**src/rtl/sequencer_pkg.sv**
```systemverilog
/*
  Shared constants and types for the operating-state controller of a safety power-supply device.
  Assumes a single 250 MHz core clock and a 32-bit classic Wishbone register port.
*/
`default_nettype none

package sequencer_pkg;

  // Operating states of the device controller.
  typedef enum logic [2:0] {ST_STANDBY, ST_RESET, ST_DIAG, ST_ACTIVE, ST_SAFE} op_state_t;

  // Register byte offsets and bus widths.
  localparam int unsigned ADR_W    = 8;
  localparam logic [7:0]  CTRL_OFS = 8'h00;
  localparam logic [7:0]  CFG_OFS  = 8'h04;
  localparam logic [7:0]  FLAG_OFS = 8'h08;
  localparam logic [7:0]  STAT_OFS = 8'h0c;

  // Write-only trigger bits in the control register.
  localparam int unsigned LST_START_BIT = 7;
  localparam int unsigned AST_START_BIT = 8;

  // Flag register bit positions.
  localparam int unsigned WATCHDOG_FAIL_FLAG_BIT    = 0;
  localparam int unsigned PIN_FAIL_BIT   = 1;
  localparam int unsigned WD_MIRROR_BIT  = 2;
  localparam int unsigned MCU_MIRROR_BIT = 3;
  localparam int unsigned WAKE_LATCH_BIT = 4;

  // Control register, low bits of the control word.
  typedef struct packed {
    logic diagnostic_hold;        // Bit 6.
    logic diagnostic_exit;        // Bit 5.
    logic auto_selftest_disable;  // Bit 4.
    logic watchdog_reset_enable;  // Bit 3.
    logic post_run_reset;         // Bit 2.
    logic key_switch_power_latch; // Bit 1.
    logic drive_enable_bit;       // Bit 0.
  } ctrl_t;

  // Configuration register, low 16 bits of the configuration word.
  typedef struct packed {
    logic       battery_overvoltage_mask;  // Bit 15.
    logic       core_regulator_unmask;     // Bit 14.
    logic       five_volt_overtemp_unmask; // Bit 13.
    logic       io_overtemp_unmask;        // Bit 12.
    logic       lockout_timeout_disable;   // Bit 11.
    logic [2:0] lockout_timeout_setting;   // Bits 10:8.
    logic [3:0] lock_threshold;            // Bits 7:4.
    logic [3:0] power_down_threshold;      // Bits 3:0.
  } cfg_t;

  // Monitor and pin levels that arrive from outside the clock domain.
  typedef struct packed {
    logic power_on_reset_n;
    logic battery_undervoltage;
    logic battery_overvoltage;
    logic clock_loss;
    logic logic_supply_undervoltage;
    logic logic_supply_overvoltage;
    logic monitor_supply_error;
    logic pump_rail_a_overvoltage;
    logic pump_rail_b_overvoltage;
    logic bandgap_error_a;
    logic bandgap_error_b;
    logic io_regulator_undervoltage;
    logic io_regulator_overtemp;
    logic five_volt_overtemp;
    logic core_regulator_undervoltage;
    logic regulator_overvoltage;
    logic key_switch_input;
    logic bus_wake_input;
    logic regulators_ramped;
  } supply_status_t;

  // Reset values and counter limits.
  localparam ctrl_t      CTRL_RST   = '0;
  localparam cfg_t       CFG_RST    = 16'h383f;
  localparam logic [2:0] WD_RELOAD  = 3'h5;
  localparam logic [2:0] WD_MAX     = 3'h7;
  localparam logic [2:0] WD_DRV_LIM = 3'h5;
  localparam logic [3:0] ERR_MAX    = 4'hf;

  // Timing in printed units and derived cycle counts at 250 MHz.
  localparam int unsigned TMR_W           = 28;
  localparam int unsigned CLK_KHZ         = 250000;
  localparam int unsigned DIAG_TIMEOUT_MS = 512;
  localparam int unsigned SAFE_UNIT_MS    = 22;
  localparam int unsigned SAFE_LOCK_MS    = 680;
  localparam int unsigned LOGIC_ST_MS     = 21;
  localparam int unsigned ANALOG_ST_US    = 300;
  localparam int unsigned RESET_EXT_US    = 1000;
  localparam logic [TMR_W-1:0] DIAG_TIMEOUT_CYC = TMR_W'(DIAG_TIMEOUT_MS * CLK_KHZ);
  localparam logic [TMR_W-1:0] SAFE_UNIT_CYC    = TMR_W'(SAFE_UNIT_MS * CLK_KHZ);
  localparam logic [TMR_W-1:0] SAFE_LOCK_CYC    = TMR_W'(SAFE_LOCK_MS * CLK_KHZ);
  localparam logic [TMR_W-1:0] LOGIC_ST_CYC     = TMR_W'(LOGIC_ST_MS * CLK_KHZ);
  localparam logic [TMR_W-1:0] ANALOG_ST_CYC    = TMR_W'(ANALOG_ST_US * CLK_KHZ / 1000);
  localparam logic [TMR_W-1:0] RESET_EXT_CYC    = TMR_W'(RESET_EXT_US * CLK_KHZ / 1000);

endpackage

`default_nettype wire

```
**src/rtl/safety_device_state_controller.sv**
```systemverilog
/*
  Operating-state controller: sequences standby, reset, diagnostic, active and safe, drives the
  MCU reset and enable-drive outputs, and keeps the watchdog fail and device error counters.
  Assumes monitor levels arrive asynchronously, watchdog, error-monitor and NVM CRC strobes come
  from logic on clk_i, and software reaches the registers over classic Wishbone.

*/
// Our own choices: register access over Wishbone and the register offsets.
`timescale 1ns/10ps
`default_nettype none

module safety_device_state_controller #(
  parameter logic [sequencer_pkg::TMR_W-1:0] DIAG_TIMEOUT_CYCLES = sequencer_pkg::DIAG_TIMEOUT_CYC,
  parameter logic [sequencer_pkg::TMR_W-1:0] SAFE_UNIT_CYCLES    = sequencer_pkg::SAFE_UNIT_CYC,
  parameter logic [sequencer_pkg::TMR_W-1:0] SAFE_LOCK_CYCLES    = sequencer_pkg::SAFE_LOCK_CYC,
  parameter logic [sequencer_pkg::TMR_W-1:0] LOGIC_ST_CYCLES     = sequencer_pkg::LOGIC_ST_CYC,
  parameter logic [sequencer_pkg::TMR_W-1:0] ANALOG_ST_CYCLES    = sequencer_pkg::ANALOG_ST_CYC,
  parameter logic [sequencer_pkg::TMR_W-1:0] RESET_EXT_CYCLES    = sequencer_pkg::RESET_EXT_CYC
) (
  input  wire logic                           clk_i,
  input  wire logic                           rst_i,
  input  wire sequencer_pkg::supply_status_t  supply_i,
  input  wire logic                           watchdog_bad_i,
  input  wire logic                           watchdog_good_i,
  input  wire logic                           esm_error_i,
  input  wire logic                           nvm_crc_done_i,
  input  wire logic                           nvm_crc_error_i,
  input  wire logic                           wb_cyc_i,
  input  wire logic                           wb_stb_i,
  input  wire logic                           wb_we_i,
  input  wire logic [sequencer_pkg::ADR_W-1:0] wb_adr_i,
  input  wire logic [3:0]                     wb_sel_i,
  input  wire logic [31:0]                    wb_dat_i,
  output logic [31:0]                         wb_dat_o,
  output logic                                wb_ack_o,
  output logic                                mcu_reset_out_o,
  output logic                                enable_drive_out_o,
  output logic                                regulators_on_o,
  output logic                                monitor_reset_o,
  output logic                                logic_selftest_o,
  output logic                                analog_selftest_o,
  output logic                                nvm_crc_run_o,
  output sequencer_pkg::op_state_t            op_state_o
);
  import sequencer_pkg::*;

  localparam logic [TMR_W-1:0] TMR_ONE = TMR_W'(1);

  // Whole state of the controller, registered in one place.
  typedef struct packed {
    supply_status_t   sync1;
    supply_status_t   sync2;
    op_state_t        state;
    ctrl_t            ctrl;
    cfg_t             cfg;
    logic             watchdog_fail_flag;
    logic             pin_fail;
    logic             wd_mirror;
    logic             mcu_mirror;
    logic             wake_latched;
    logic [2:0]       wd_cnt;
    logic [3:0]       err_cnt;
    logic             from_standby;
    logic             key_low_seen;
    logic             crc_busy;
    logic             crc_fail;
    logic [TMR_W-1:0] diag_tmr;
    logic [TMR_W-1:0] safe_tmr;
    logic [TMR_W-1:0] rst_tmr;
    logic [TMR_W-1:0] lst_tmr;
    logic [TMR_W-1:0] ast_tmr;
    logic             ack;
    logic [31:0]      rdata;
    logic             mcu_reset;
    logic             enable_drive_out;
    logic             regs_on;
    logic             mon_rst;
    logic             lst_busy;
    logic             ast_busy;
  } seq_state_t;

  seq_state_t     state_ff;
  seq_state_t     nxt_state;
  supply_status_t mon;
  logic           bus_req;
  logic           bus_wr;
  logic           go_standby;
  logic           go_reset;
  logic           wd_reset_evt;
  logic           recrank;
  logic           wake_blocked;
  logic           diag_expired;
  logic           lock_below;
  logic [TMR_W-1:0] safe_target;
  logic [31:0]    read_word;

  // Merges the written bytes of a 16-bit register under the byte selects.
  function automatic logic [15:0] merge16(input logic [15:0] old_v, input logic [15:0] new_v,
                                          input logic [1:0] sel);
    logic [15:0] res;
    res = old_v;
    if (sel[0]) begin
      res[7:0] = new_v[7:0];
    end
    if (sel[1]) begin
      res[15:8] = new_v[15:8];
    end
    return res;
  endfunction

  // True in states where the watchdog and error monitor are released from reset.
  function automatic logic monitors_run(input op_state_t st);
    return (st == ST_DIAG) || (st == ST_ACTIVE) || (st == ST_SAFE);
  endfunction

  // Next-state computation for bus, flags, counters, timers and the state machine.
  always_comb begin
    nxt_state = state_ff;
    mon = state_ff.sync2;
    nxt_state.sync1 = supply_i;
    nxt_state.sync2 = state_ff.sync1;
    bus_req = wb_cyc_i & wb_stb_i & ~state_ff.ack;
    bus_wr = bus_req & wb_we_i;
    wd_reset_evt = 1'b0;
    recrank = 1'b0;
    diag_expired = 1'b0;

    // Read data for the addressed register; unmapped addresses read zero.
    case (wb_adr_i)
      CTRL_OFS: read_word = {25'h0, state_ff.ctrl};
      CFG_OFS:  read_word = {16'h0, state_ff.cfg};
      FLAG_OFS: read_word = {27'h0, state_ff.wake_latched, state_ff.mcu_mirror, state_ff.wd_mirror,
                             state_ff.pin_fail, state_ff.watchdog_fail_flag};
      STAT_OFS: read_word = {16'h0, state_ff.crc_fail, state_ff.crc_busy, state_ff.ast_busy,
                             state_ff.lst_busy, state_ff.err_cnt, 1'b0, state_ff.wd_cnt, 1'b0,
                             3'(state_ff.state)};
      default:  read_word = 32'h0;
    endcase
    nxt_state.ack = bus_req;
    if (bus_req && !wb_we_i) begin
      nxt_state.rdata = read_word;
    end

    // Software writes; configuration is frozen while active.
    if (bus_wr && wb_adr_i == CTRL_OFS) begin
      nxt_state.ctrl = ctrl_t'(7'(merge16({9'h0, state_ff.ctrl}, wb_dat_i[15:0], wb_sel_i[1:0])));
    end
    if (bus_wr && wb_adr_i == CFG_OFS && state_ff.state != ST_ACTIVE) begin
      nxt_state.cfg = cfg_t'(merge16(state_ff.cfg, wb_dat_i[15:0], wb_sel_i[1:0]));
    end
    if (bus_wr && wb_adr_i == FLAG_OFS && wb_sel_i[0]) begin
      // Writing zero clears a fail flag together with its mirror.
      if (!wb_dat_i[WATCHDOG_FAIL_FLAG_BIT]) begin
        nxt_state.watchdog_fail_flag = 1'b0;
        nxt_state.wd_mirror = 1'b0;
      end
      if (!wb_dat_i[PIN_FAIL_BIT]) begin
        nxt_state.pin_fail = 1'b0;
        nxt_state.mcu_mirror = 1'b0;
      end
      if (!wb_dat_i[WAKE_LATCH_BIT]) begin
        nxt_state.wake_latched = 1'b0;
      end
    end

    // Self-test runs count down; a logic run clears the diagnostic hold bit.
    if (state_ff.lst_tmr != '0) begin
      nxt_state.lst_tmr = state_ff.lst_tmr - TMR_ONE;
    end
    if (state_ff.ast_tmr != '0) begin
      nxt_state.ast_tmr = state_ff.ast_tmr - TMR_ONE;
    end
    if (bus_wr && wb_adr_i == CTRL_OFS && (state_ff.state == ST_DIAG || state_ff.state == ST_ACTIVE)) begin
      if (wb_sel_i[0] && wb_dat_i[LST_START_BIT]) begin
        nxt_state.lst_tmr = LOGIC_ST_CYCLES;
        nxt_state.ctrl.diagnostic_hold = 1'b0;
      end
      if (wb_sel_i[1] && wb_dat_i[AST_START_BIT]) begin
        nxt_state.ast_tmr = ANALOG_ST_CYCLES;
      end
    end

    // Hardware sets come after software clears so a coincident event wins.
    if (mon.bus_wake_input) begin
      nxt_state.wake_latched = 1'b1;
    end
    if (monitors_run(state_ff.state)) begin
      if (watchdog_bad_i) begin
        if (state_ff.wd_cnt == WD_MAX) begin
          nxt_state.watchdog_fail_flag = 1'b1;
          nxt_state.wd_mirror = 1'b1;
          wd_reset_evt = state_ff.ctrl.watchdog_reset_enable;
        end else begin
          nxt_state.wd_cnt = state_ff.wd_cnt + 3'h1;
        end
      end else if (watchdog_good_i && state_ff.wd_cnt != 3'h0) begin
        nxt_state.wd_cnt = state_ff.wd_cnt - 3'h1;
      end
      if (esm_error_i && state_ff.state != ST_SAFE) begin
        nxt_state.pin_fail = 1'b1;
        nxt_state.mcu_mirror = 1'b1;
      end
    end

    // Recrank detection: a low then a valid high on the key switch.
    if (state_ff.state != ST_STANDBY && state_ff.ctrl.post_run_reset && state_ff.ctrl.key_switch_power_latch) begin
      if (!mon.key_switch_input) begin
        nxt_state.key_low_seen = 1'b1;
      end else if (state_ff.key_low_seen) begin
        recrank = 1'b1;
        nxt_state.key_low_seen = 1'b0;
      end
    end else begin
      nxt_state.key_low_seen = 1'b0;
    end

    // NVM CRC runs after each power-on reset; its verdict is held.
    if (!mon.power_on_reset_n) begin
      nxt_state.crc_busy = 1'b1;
      nxt_state.crc_fail = 1'b0;
    end else if (state_ff.crc_busy && nvm_crc_done_i) begin
      nxt_state.crc_busy = 1'b0;
      nxt_state.crc_fail = nvm_crc_error_i;
    end

    // Diagnostic time-out timer pauses while logic self-test runs.
    if (state_ff.state == ST_DIAG && state_ff.lst_tmr == '0) begin
      if (state_ff.diag_tmr == DIAG_TIMEOUT_CYCLES - TMR_ONE) begin
        diag_expired = 1'b1;
        nxt_state.diag_tmr = '0;
      end else begin
        nxt_state.diag_tmr = state_ff.diag_tmr + TMR_ONE;
      end
    end

    // Global transition conditions.
    go_standby = ~mon.power_on_reset_n | mon.battery_undervoltage | mon.clock_loss
               | mon.logic_supply_undervoltage | mon.logic_supply_overvoltage
               | mon.monitor_supply_error | mon.pump_rail_a_overvoltage | mon.pump_rail_b_overvoltage
               | mon.bandgap_error_a | mon.bandgap_error_b
               | (mon.io_regulator_overtemp & state_ff.cfg.io_overtemp_unmask)
               | (~mon.key_switch_input & ~state_ff.ctrl.key_switch_power_latch & ~state_ff.wake_latched)
               | state_ff.crc_fail
               | (state_ff.err_cnt >= state_ff.cfg.power_down_threshold);
    go_reset = mon.io_regulator_undervoltage
             | (mon.five_volt_overtemp & state_ff.cfg.five_volt_overtemp_unmask)
             | (mon.core_regulator_undervoltage & state_ff.cfg.core_regulator_unmask)
             | (mon.battery_overvoltage & ~state_ff.cfg.battery_overvoltage_mask)
             | wd_reset_evt | recrank;
    wake_blocked = mon.bandgap_error_a | mon.bandgap_error_b | mon.pump_rail_a_overvoltage
                 | mon.pump_rail_b_overvoltage | mon.monitor_supply_error
                 | state_ff.crc_fail | state_ff.crc_busy;
    lock_below = {1'b0, state_ff.err_cnt} < ({1'b0, state_ff.cfg.lock_threshold} + 5'h1);
    safe_target = TMR_W'({state_ff.cfg.lockout_timeout_setting, 1'b1}) * SAFE_UNIT_CYCLES;

    // State machine with standby first, then reset, then safe.
    case (state_ff.state)
      ST_STANDBY: begin
        if (!go_standby && !wake_blocked && (mon.key_switch_input || state_ff.wake_latched)) begin
          nxt_state.state = ST_RESET;
        end
      end
      ST_RESET: begin
        if (go_standby) begin
          nxt_state.state = ST_STANDBY;
        end else if (mon.regulators_ramped) begin
          if (state_ff.rst_tmr == RESET_EXT_CYCLES - TMR_ONE) begin
            nxt_state.state = ST_DIAG;
          end else begin
            nxt_state.rst_tmr = state_ff.rst_tmr + TMR_ONE;
          end
        end
      end
      ST_DIAG: begin
        if (go_standby) begin
          nxt_state.state = ST_STANDBY;
        end else if (go_reset) begin
          nxt_state.state = ST_RESET;
        end else if (state_ff.ctrl.diagnostic_hold) begin
          if (diag_expired) begin
            nxt_state.ctrl.diagnostic_exit = 1'b1;
          end
        end else if (state_ff.ctrl.diagnostic_exit) begin
          nxt_state.state = (state_ff.watchdog_fail_flag || state_ff.pin_fail) ? ST_SAFE : ST_ACTIVE;
        end else if (diag_expired) begin
          nxt_state.state = ST_SAFE;
          nxt_state.watchdog_fail_flag = 1'b1;
          nxt_state.wd_mirror = 1'b1;
          nxt_state.pin_fail = 1'b1;
          nxt_state.mcu_mirror = 1'b1;
        end
        // An error-monitor failure here only raises its flag.
      end
      ST_ACTIVE: begin
        if (go_standby) begin
          nxt_state.state = ST_STANDBY;
        end else if (go_reset) begin
          nxt_state.state = ST_RESET;
        end else if (esm_error_i) begin
          nxt_state.state = ST_SAFE;
        end
      end
      ST_SAFE: begin
        nxt_state.safe_tmr = state_ff.safe_tmr + TMR_ONE;
        if (go_standby) begin
          nxt_state.state = ST_STANDBY;
        end else if (go_reset) begin
          nxt_state.state = ST_RESET;
        end else if (lock_below && state_ff.safe_tmr >= safe_target - TMR_ONE) begin
          nxt_state.state = ST_RESET;
        end else if (!lock_below && !state_ff.cfg.lockout_timeout_disable
                     && state_ff.safe_tmr >= SAFE_LOCK_CYCLES - TMR_ONE) begin
          nxt_state.state = ST_RESET;
        end
      end
      default: begin
        nxt_state.state = ST_STANDBY;
      end
    endcase

    // Entry actions taken once on each change of state.
    if (nxt_state.state != state_ff.state) begin
      case (nxt_state.state)
        ST_RESET: begin
          nxt_state.rst_tmr = '0;
          nxt_state.from_standby = (state_ff.state == ST_STANDBY);
        end
        ST_DIAG: begin
          nxt_state.wd_cnt = WD_RELOAD;
          nxt_state.diag_tmr = '0;
          nxt_state.ctrl.diagnostic_exit = 1'b0;
          nxt_state.ctrl.diagnostic_hold = 1'b0;
          if (state_ff.from_standby || !state_ff.ctrl.auto_selftest_disable) begin
            nxt_state.lst_tmr = LOGIC_ST_CYCLES;
            nxt_state.ast_tmr = ANALOG_ST_CYCLES;
          end
        end
        ST_ACTIVE: begin
          nxt_state.wd_cnt = WD_RELOAD;
          nxt_state.ctrl.diagnostic_exit = 1'b0;
        end
        ST_SAFE: begin
          nxt_state.safe_tmr = '0;
          if (state_ff.err_cnt != ERR_MAX) begin
            nxt_state.err_cnt = state_ff.err_cnt + 4'h1;
          end
        end
        default: begin
          nxt_state.key_low_seen = 1'b0;
        end
      endcase
    end

    // Registered outputs derived from the next state.
    nxt_state.regs_on = (nxt_state.state != ST_STANDBY);
    nxt_state.mon_rst = ~monitors_run(nxt_state.state);
    nxt_state.mcu_reset = monitors_run(nxt_state.state);
    nxt_state.lst_busy = (nxt_state.lst_tmr != '0);
    nxt_state.ast_busy = (nxt_state.ast_tmr != '0);
    nxt_state.enable_drive_out = (nxt_state.state == ST_DIAG || nxt_state.state == ST_ACTIVE)
                    & nxt_state.ctrl.drive_enable_bit & (nxt_state.wd_cnt < WD_DRV_LIM)
                    & ~mon.regulator_overvoltage
                    & ~nxt_state.lst_busy & ~nxt_state.ast_busy;
  end

  // State register with synchronous reset to standby.
  always_ff @(posedge clk_i) begin
    if (rst_i) begin
      state_ff          <= '0;
      state_ff.state    <= ST_STANDBY;
      state_ff.ctrl     <= CTRL_RST;
      state_ff.cfg      <= CFG_RST;
      state_ff.wd_cnt   <= WD_RELOAD;
      state_ff.crc_busy <= 1'b1;
    end else begin
      state_ff <= nxt_state;
    end
  end

  // Outputs come straight from the state register.
  assign wb_dat_o           = state_ff.rdata;
  assign wb_ack_o           = state_ff.ack;
  assign mcu_reset_out_o    = state_ff.mcu_reset;
  assign enable_drive_out_o = state_ff.enable_drive_out;
  assign regulators_on_o    = state_ff.regs_on;
  assign monitor_reset_o    = state_ff.mon_rst;
  assign logic_selftest_o   = state_ff.lst_busy;
  assign analog_selftest_o  = state_ff.ast_busy;
  assign nvm_crc_run_o      = state_ff.crc_busy;
  assign op_state_o         = state_ff.state;

endmodule // safety_device_state_controller

`default_nettype wire

```
**config.mk**
```make
export PLATFORM = sky130hd
export DESIGN_NAME = safety_device_state_controller
export DESIGN_NICKNAME = d
export VERILOG_FILES = /design/src/rtl/sequencer_pkg.sv /design/src/rtl/safety_device_state_controller.sv
export SDC_FILE = /design/constraint.sdc
export NUM_CORES = 1
export LEC_CHECK = 0
export BUFFER_PORTS_ARGS = -buffer_cell sky130_fd_sc_hd__buf_2
export CAP_MARGIN = 40
export CORE_UTILIZATION = 52
export DETAILED_ROUTE_END_ITERATION = 10
export HOLD_SLACK_MARGIN = 0.15
export PLACE_DENSITY = 0.78
export SYNTH_ARGS = -nofsm -noshare
export SYNTH_HDL_FRONTEND = slang
export SYNTH_SLANG_ARGS = --single-unit
```
**constraint.sdc**
```tcl
create_clock -name clk_i -period 6 [get_ports clk_i]
set_clock_uncertainty 0.05 [all_clocks]
set_input_delay 0.3 -clock clk_i [delete_from_list [all_inputs] [get_ports clk_i]]
set_output_delay 0.3 -clock clk_i [all_outputs]
set_load 0.01 [all_outputs]
```
==> flow_summary.ini, run 1 <==
[synth]
synth_adder_area_share_pct = 6.839
synthXorXnorAreaFrac_pct = 9.144
syn_area_um2 = 13030
synth_top_area_share_pct = 37.35
synthSimpleGateAreaFrac_pct = 26.62
synth_top_cells_by_area = dfxtp_1 (37%), ha_1 (6.5%), nor2_1 (5.9%)
synth_mux_area_share_pct = 2.958
ys_seq_area_share_pct = 37.35
synth_compound_area_share_pct = 11.89
ys.flop_type = dfxtp_1
ys_seq_elements = 243
yosysTopAreaCell = dfxtp_1
syn_area_per_cell_um2 = 8.497
yosysMostFrequentCell = dfxtp_1
synth_warnings = 0
yosys-top-cells-count = dfxtp_1 (243), nor2_1 (204), nand2_1 (124)
synth.distinct_cells = 79
synthArstFlopShare_pct = 0
syn_inst = 1533
synth_edf_count = 0
synth_top_family_by_area = simple AND/OR/NAND/NOR gates

[timing]
slew_viol_final = 0
fin_crit_sh_pct = 92.65
slew_headroom_pct = 36.76
finalSetupViolCount = 0
period_minus_slack_ns = 5.559
worstMarginPinSlew_ns = 0.9441
fin_tns_setup_ns = 0
timing.final.hold_violations = 0
max_freq_mhz = 179.9

[pwr]
power_density_nw_per_um2 = 371.7
totalPowerFinal_mw = 5.538
ir_drop_uv = 272.4
leakage_nw = 5.985

[die]
die_area_um2 = 25690
rows = 57
io_pins = 116
die_width_um = 160.3
start_util_pct = 53.25
dieHeight_um = 160.3
core_area_um2 = 24460

[setup_path]
path_class = register to register
endpoint_kind = register
critPathRequiredTime_ns = 6.40
cp.arrival_ns = 5.96
cp_max_fo = 6
crit_path_start_kind = register

[clock_tree]
cts_made_buffers = 26
cts_tree = built
cts_root_buffer = clkbuf_16
cts_buffer_depth = 3
cts.htree.levels = 1
clkLatencyLatePin_ns = 0.53
clk_pin_slew_ns = 0.06
clock_sinks = 243

[finish]
fin_nets = 1772
fin_area_um2 = 14900
area_growth_pct = 14.37
nFillCells = 2024
antennaDiodeCount = 0
drive_above_1_share_pct = 11.23
postLayoutCoreUtil_pct = 60.90

[global_route]
grt_pass1_wl_um = 52200
grt_max_degree = 53
antenna_found_initial = 0
grt_pass1_vias = 10802
met1_usage_pct = 31.28
grt_busiest_layer = met2
met3_usage_pct = 3.870
use_met2_pct = 42.15
gr-total-overflow = 0
groute.usage.overall_pct = 24.58

[route]
wire_per_inst_um = 16.16
drt_iter0_markers = 870
vias_per_cell = 5.727
via_count = 11287
drc = 0
wl_um = 31860
firstDrtPassIters = 5
drtAntennaViolNets = 0

[placement]
dp_hpwl_um = 22530
place_area_um2 = 13600
portBuffers = 81
gp_congestion = 0.9015

[status]
status = finished clean

[hold_path]
min_path_type = primary input to register

[job]
maxCapViolations = 0
metrics by stage:
stage,instances,setup WS [ns],hold slack (ns)
6_report,1971,0.4407,0.2119
5_1_grt,1971,-0.07617,0.2366
4_1_cts,1971,0.3426,0.1992
3_5_place_dp,1887,0.4155,0.3551
3_3_place_gp,1882,0.5521,0.3556
2_1_floorplan,1548,0.4013,0.3386
layout make-up:
| class | count | area, um^2 | area share [%] |
|---|---|---|---|
| inverter | 48 | 180.2 | 1.209 |
| clock buffer | 34 | 752.0 | 5.047 |
| sequential | 243 | 4866 | 32.66 |
| timing repair buffer | 140 | 973.4 | 6.534 |
| clock inverter | 12 | 142.6 | 0.9574 |
| tap | 324 | 405.4 | 2.721 |
| multi-input combinational | 1170 | 7579 | 50.87 |
metal layers:
| layer | vias up | part of all wire (%) |
|---|---|---|
| li1 | 5544 | - |
| met1 | 5324 | 43 |
| met2 | 347 | 47 |
| met3 | 72 | 6.1 |
| met4 | 0 | 3.1 |
| met5 | - | 0 |
state kept, by name, summed over array words and instances (netlist names), 3 cells and up:
signal / count
state_ff: 178
mon: 19
nxt_state: 19
wb_dat_o: 16
op_state_o: 3
power breakdown:
part / internal (mW) / total (mW) / leakage, nW / switching (mW)
registers: 1.79 / 1.98 / 1.97 / 0.195
logic: 0.774 / 1.90 / 3.56 / 1.12
clock network: 1.01 / 1.66 / 0.449 / 0.650
layout by cell type, fill, tap and decap left out, types with 25 or more instances in the layout:
cell | Yosys | final
nand2_1 | 124 | 124
or3_1 | 32 | 32
nand3_1 | 50 | 50
nor2_1 | 204 | 204
clkbuf_16 | 0 | 27
xnor2_1 | 65 | 65
and3_1 | 35 | 35
a21oi_1 | 71 | 70
mux2i_1 | 25 | 25
nor2b_1 | 49 | 49
buf_2 | 8 | 80
nor4_1 | 29 | 28
nor3_1 | 41 | 41
inv_1 | 48 | 48
o21ai_0 | 49 | 49
dfxtp_1 | 243 | 242
xor2_1 | 71 | 70
ha_1 | 68 | 68
dlygate4sd3_1 | 0 | 38
final timing paths:
kind / start / end / slack (ns) / cells after the start
min: watchdog_bad_i / state_ff[188] / 0.21 / 4
max: state_ff[204] / state_ff[182] / 0.44 / 25
min reg2reg: nxt_state[235] / mon[14] / 0.39 / 1
max reg2reg: state_ff[204] / state_ff[182] / 0.44 / 25
worst max-delay path, cell delays in order, from the launching register on:
cell       delay [ns]
dfxtp_1          0.33
inv_1            0.06
ha_1             0.32
inv_1            0.09
ha_1             0.39
ha_1             0.25
a211o_1          0.31
a21oi_2          0.24
o31ai_2          0.10
nand2_1          0.11
a21oi_1          0.12
o2111ai_1        0.21
nand3_1          0.09
o21ai_0          0.22
xnor2_1          0.11
ha_1             0.33
nand4_1          0.16
nor4_2           0.38
o2111a_1         0.27
o41ai_1          0.09
buf_4            0.16
a41oi_1          0.26
nor3_1           0.09
buf_4            0.16
or4_1            0.47
a21oi_1          0.14
kinds of logic after synthesis:
logic type	Yosys count
flops	243
simple gates	677
other cells	2
compound gates	236
buf+inv	135
mux	34
xor+xnor	136
fa+ha+maj	70
repair_timing:
action | CTS | global route
endpoints found under the hold margin | 49 | 0
setup endpoints to repair | 0 | 32
resized for setup | 0 | 5
setup buffers | 0 | 0
hold buffers | 38 | 0
Note: power is estimated with default switching activity, not from simulation.
==> run 2, diff against run 1 <==
Settings changed: CTS_CLUSTER_DIAMETER from default to 100, PLACE_DENSITY 0.78 to 0.74, TNS_END_PERCENT from default to 50.
==> flow_summary.ini, run 2 (same netlist as run 1, synthesis figures left out) <==
[status]
status = finished clean

[timing]
timing.final.hold_violations = 0
slew_headroom_pct = 39.18
slew_viol_final = 0
finalWorstSetupSlack_ns = 0.4459
rsz0062_at_grt = no
worstMarginPinSlew_ns = 0.9114
fin_tns_setup_ns = 0
fin_crit_sh_pct = 92.57
finalSetupViolCount = 0
period_minus_slack_ns = 5.554
max_freq_mhz = 180.0

[finish]
largest_reg_flops = 178
final_common_cell = dfxtp_1
nFillCells = 2042
fin_nets = 1777
antennaDiodeCount = 0
most-common-layout-cells = dfxtp_1 (242), nor2_1 (204), nand2_1 (124)
area_growth_pct = 15.21
drive_above_1_share_pct = 11.31
postLayoutCoreUtil_pct = 61.35
regMostFlops = state_ff

[die]
die_width_um = 160.3
io_pins = 116
rows = 57
start_util_pct = 53.25
core_area_um2 = 24460
dieHeight_um = 160.3
die_area_um2 = 25690

[clock_tree]
cts_tree = built
cts.htree.levels = 1
clkLatencyLatePin_ns = 0.54
cts_made_buffers = 26
cts_buffer_depth = 3
cts_root_buffer = clkbuf_16
clk_pin_slew_ns = 0.07
clock_sinks = 243

[global_route]
gr-total-overflow = 0
grt_pass1_vias = 10568
met3_usage_pct = 3.221
grt_pass1_wl_um = 52140
grt_busiest_layer = met2
grt_max_degree = 57
met1_usage_pct = 32.89
use_met2_pct = 40.97
antenna_found_initial = 0
groute.usage.overall_pct = 24.34

[pwr]
leakage_nw = 6.036
ir_drop_uv = 304.4
power_density_nw_per_um2 = 375.9

[route]
drc = 0
drtAntennaViolNets = 0
wire_per_inst_um = 15.92
vias_per_cell = 5.631
firstDrtPassIters = 5
drt_iter0_markers = 930
wl_um = 31490
via_count = 11139

[setup_path]
worstReg2RegStart = state_ff[204]
endpoint_kind = register
path_class = register to register
crit_path_start = state_ff[204]
crit_path_start_kind = register
critPathRequiredTime_ns = 6.35
cp_max_fo = 28
cp.arrival_ns = 5.91

[hold_path]
worstHoldStart = wb_cyc_i
min_path_type = primary input to register

[placement]
portBuffers = 81
gp_congestion = 0.8970
dp_hpwl_um = 22170
dp_slack_ns = 0.4253

[job]
maxCapViolations = 0
[run 2: cell types whose count changed in the layout (fill, tap and decap cells not counted), moves of 2 or more]
cell / before / now
clkinv_4: 2 / 0
bufinv_16: 3 / 6
dlygate4sd3_1: 38 / 41
clkinvlp_4: 0 / 2
[run 2: path summary, 6_finish.rpt]
check                       end  slack, ns  cells past startpoint
setup / recovery  state_ff[103]       0.45                     26
hold / removal         wb_ack_o       0.17                      3
setup reg to reg  state_ff[103]       0.45                     26
hold reg to reg         mon[12]       0.38                      1
[run 2: power by group]
group / leakage [nW] / total (mW) / switching [mW] / internal [mW]
registers: 1.97 / 1.98 / 0.193 / 1.79
logic: 3.59 / 1.88 / 1.11 / 0.776
clock network: 0.472 / 1.78 / 0.672 / 1.11
[run 2: area by class of cell]
| cell class | count | area [um^2] | area share [%] |
|---|---|---|---|
| clock buffers | 32 | 713.2 | 4.752 |
| clock inverters | 16 | 250.2 | 1.667 |
| repair buffers | 145 | 1033 | 6.886 |
| well taps | 324 | 405.4 | 2.701 |
| flip-flops and latches | 243 | 4866 | 32.42 |
| inverters | 48 | 180.2 | 1.201 |
| multi-input cells | 1170 | 7560 | 50.37 |
[run 2: timing repair]
| item | in CTS | in global routing |
|---|---|---|
| hold buffers | 41 | 0 |
| resized for setup | 0 | 4 |
| endpoints found under the hold margin | 51 | 0 |
| buffers inserted | 0 | 1 |
| setup endpoints to repair | 0 | 30 |
[run 2: worst max-delay path, cell delays in order, from the launching register on]
cell,delay [ns]
dfxtp_1,0.33
inv_1,0.06
ha_1,0.32
inv_1,0.08
ha_1,0.38
ha_1,0.24
a211o_1,0.29
a21oi_1,0.27
o31ai_1,0.13
xor2_1,0.18
nor2_1,0.14
nand2_1,0.10
o31ai_1,0.27
mux2i_1,0.14
xnor2_1,0.17
ha_1,0.30
nand2_1,0.06
nor4_1,0.33
o2111a_1,0.25
o41ai_1,0.07
buf_4,0.16
a41oi_1,0.27
nor3_1,0.10
buf_4,0.16
o31ai_4,0.25
buf_8,0.23
nor2_1,0.07
[run 2: per-stage QoR]
| stage | hold slack (ns) | std cells | power, mW | instance area (um^2) |
|---|---|---|---|---|
| 4_1_cts | 0.1573 | 1976 | 5.645 | 14980 |
| 3_3_place_gp | 0.3687 | 1882 | 3.796 | 13530 |
| 3_5_place_dp | 0.3704 | 1887 | 3.834 | 13610 |
| 2_1_floorplan | 0.3386 | 1548 | 3.507 | 13080 |
| 6_report | 0.1739 | 1978 | 5.641 | 15010 |
| 5_1_grt | 0.1909 | 1978 | 5.969 | 15010 |
[run 2: layer usage]
metal,wire (um),vias up
met3,1537,55
met5,0,-
li1,-,5550
met2,14740,288
met1,14590,5246
met4,628,0
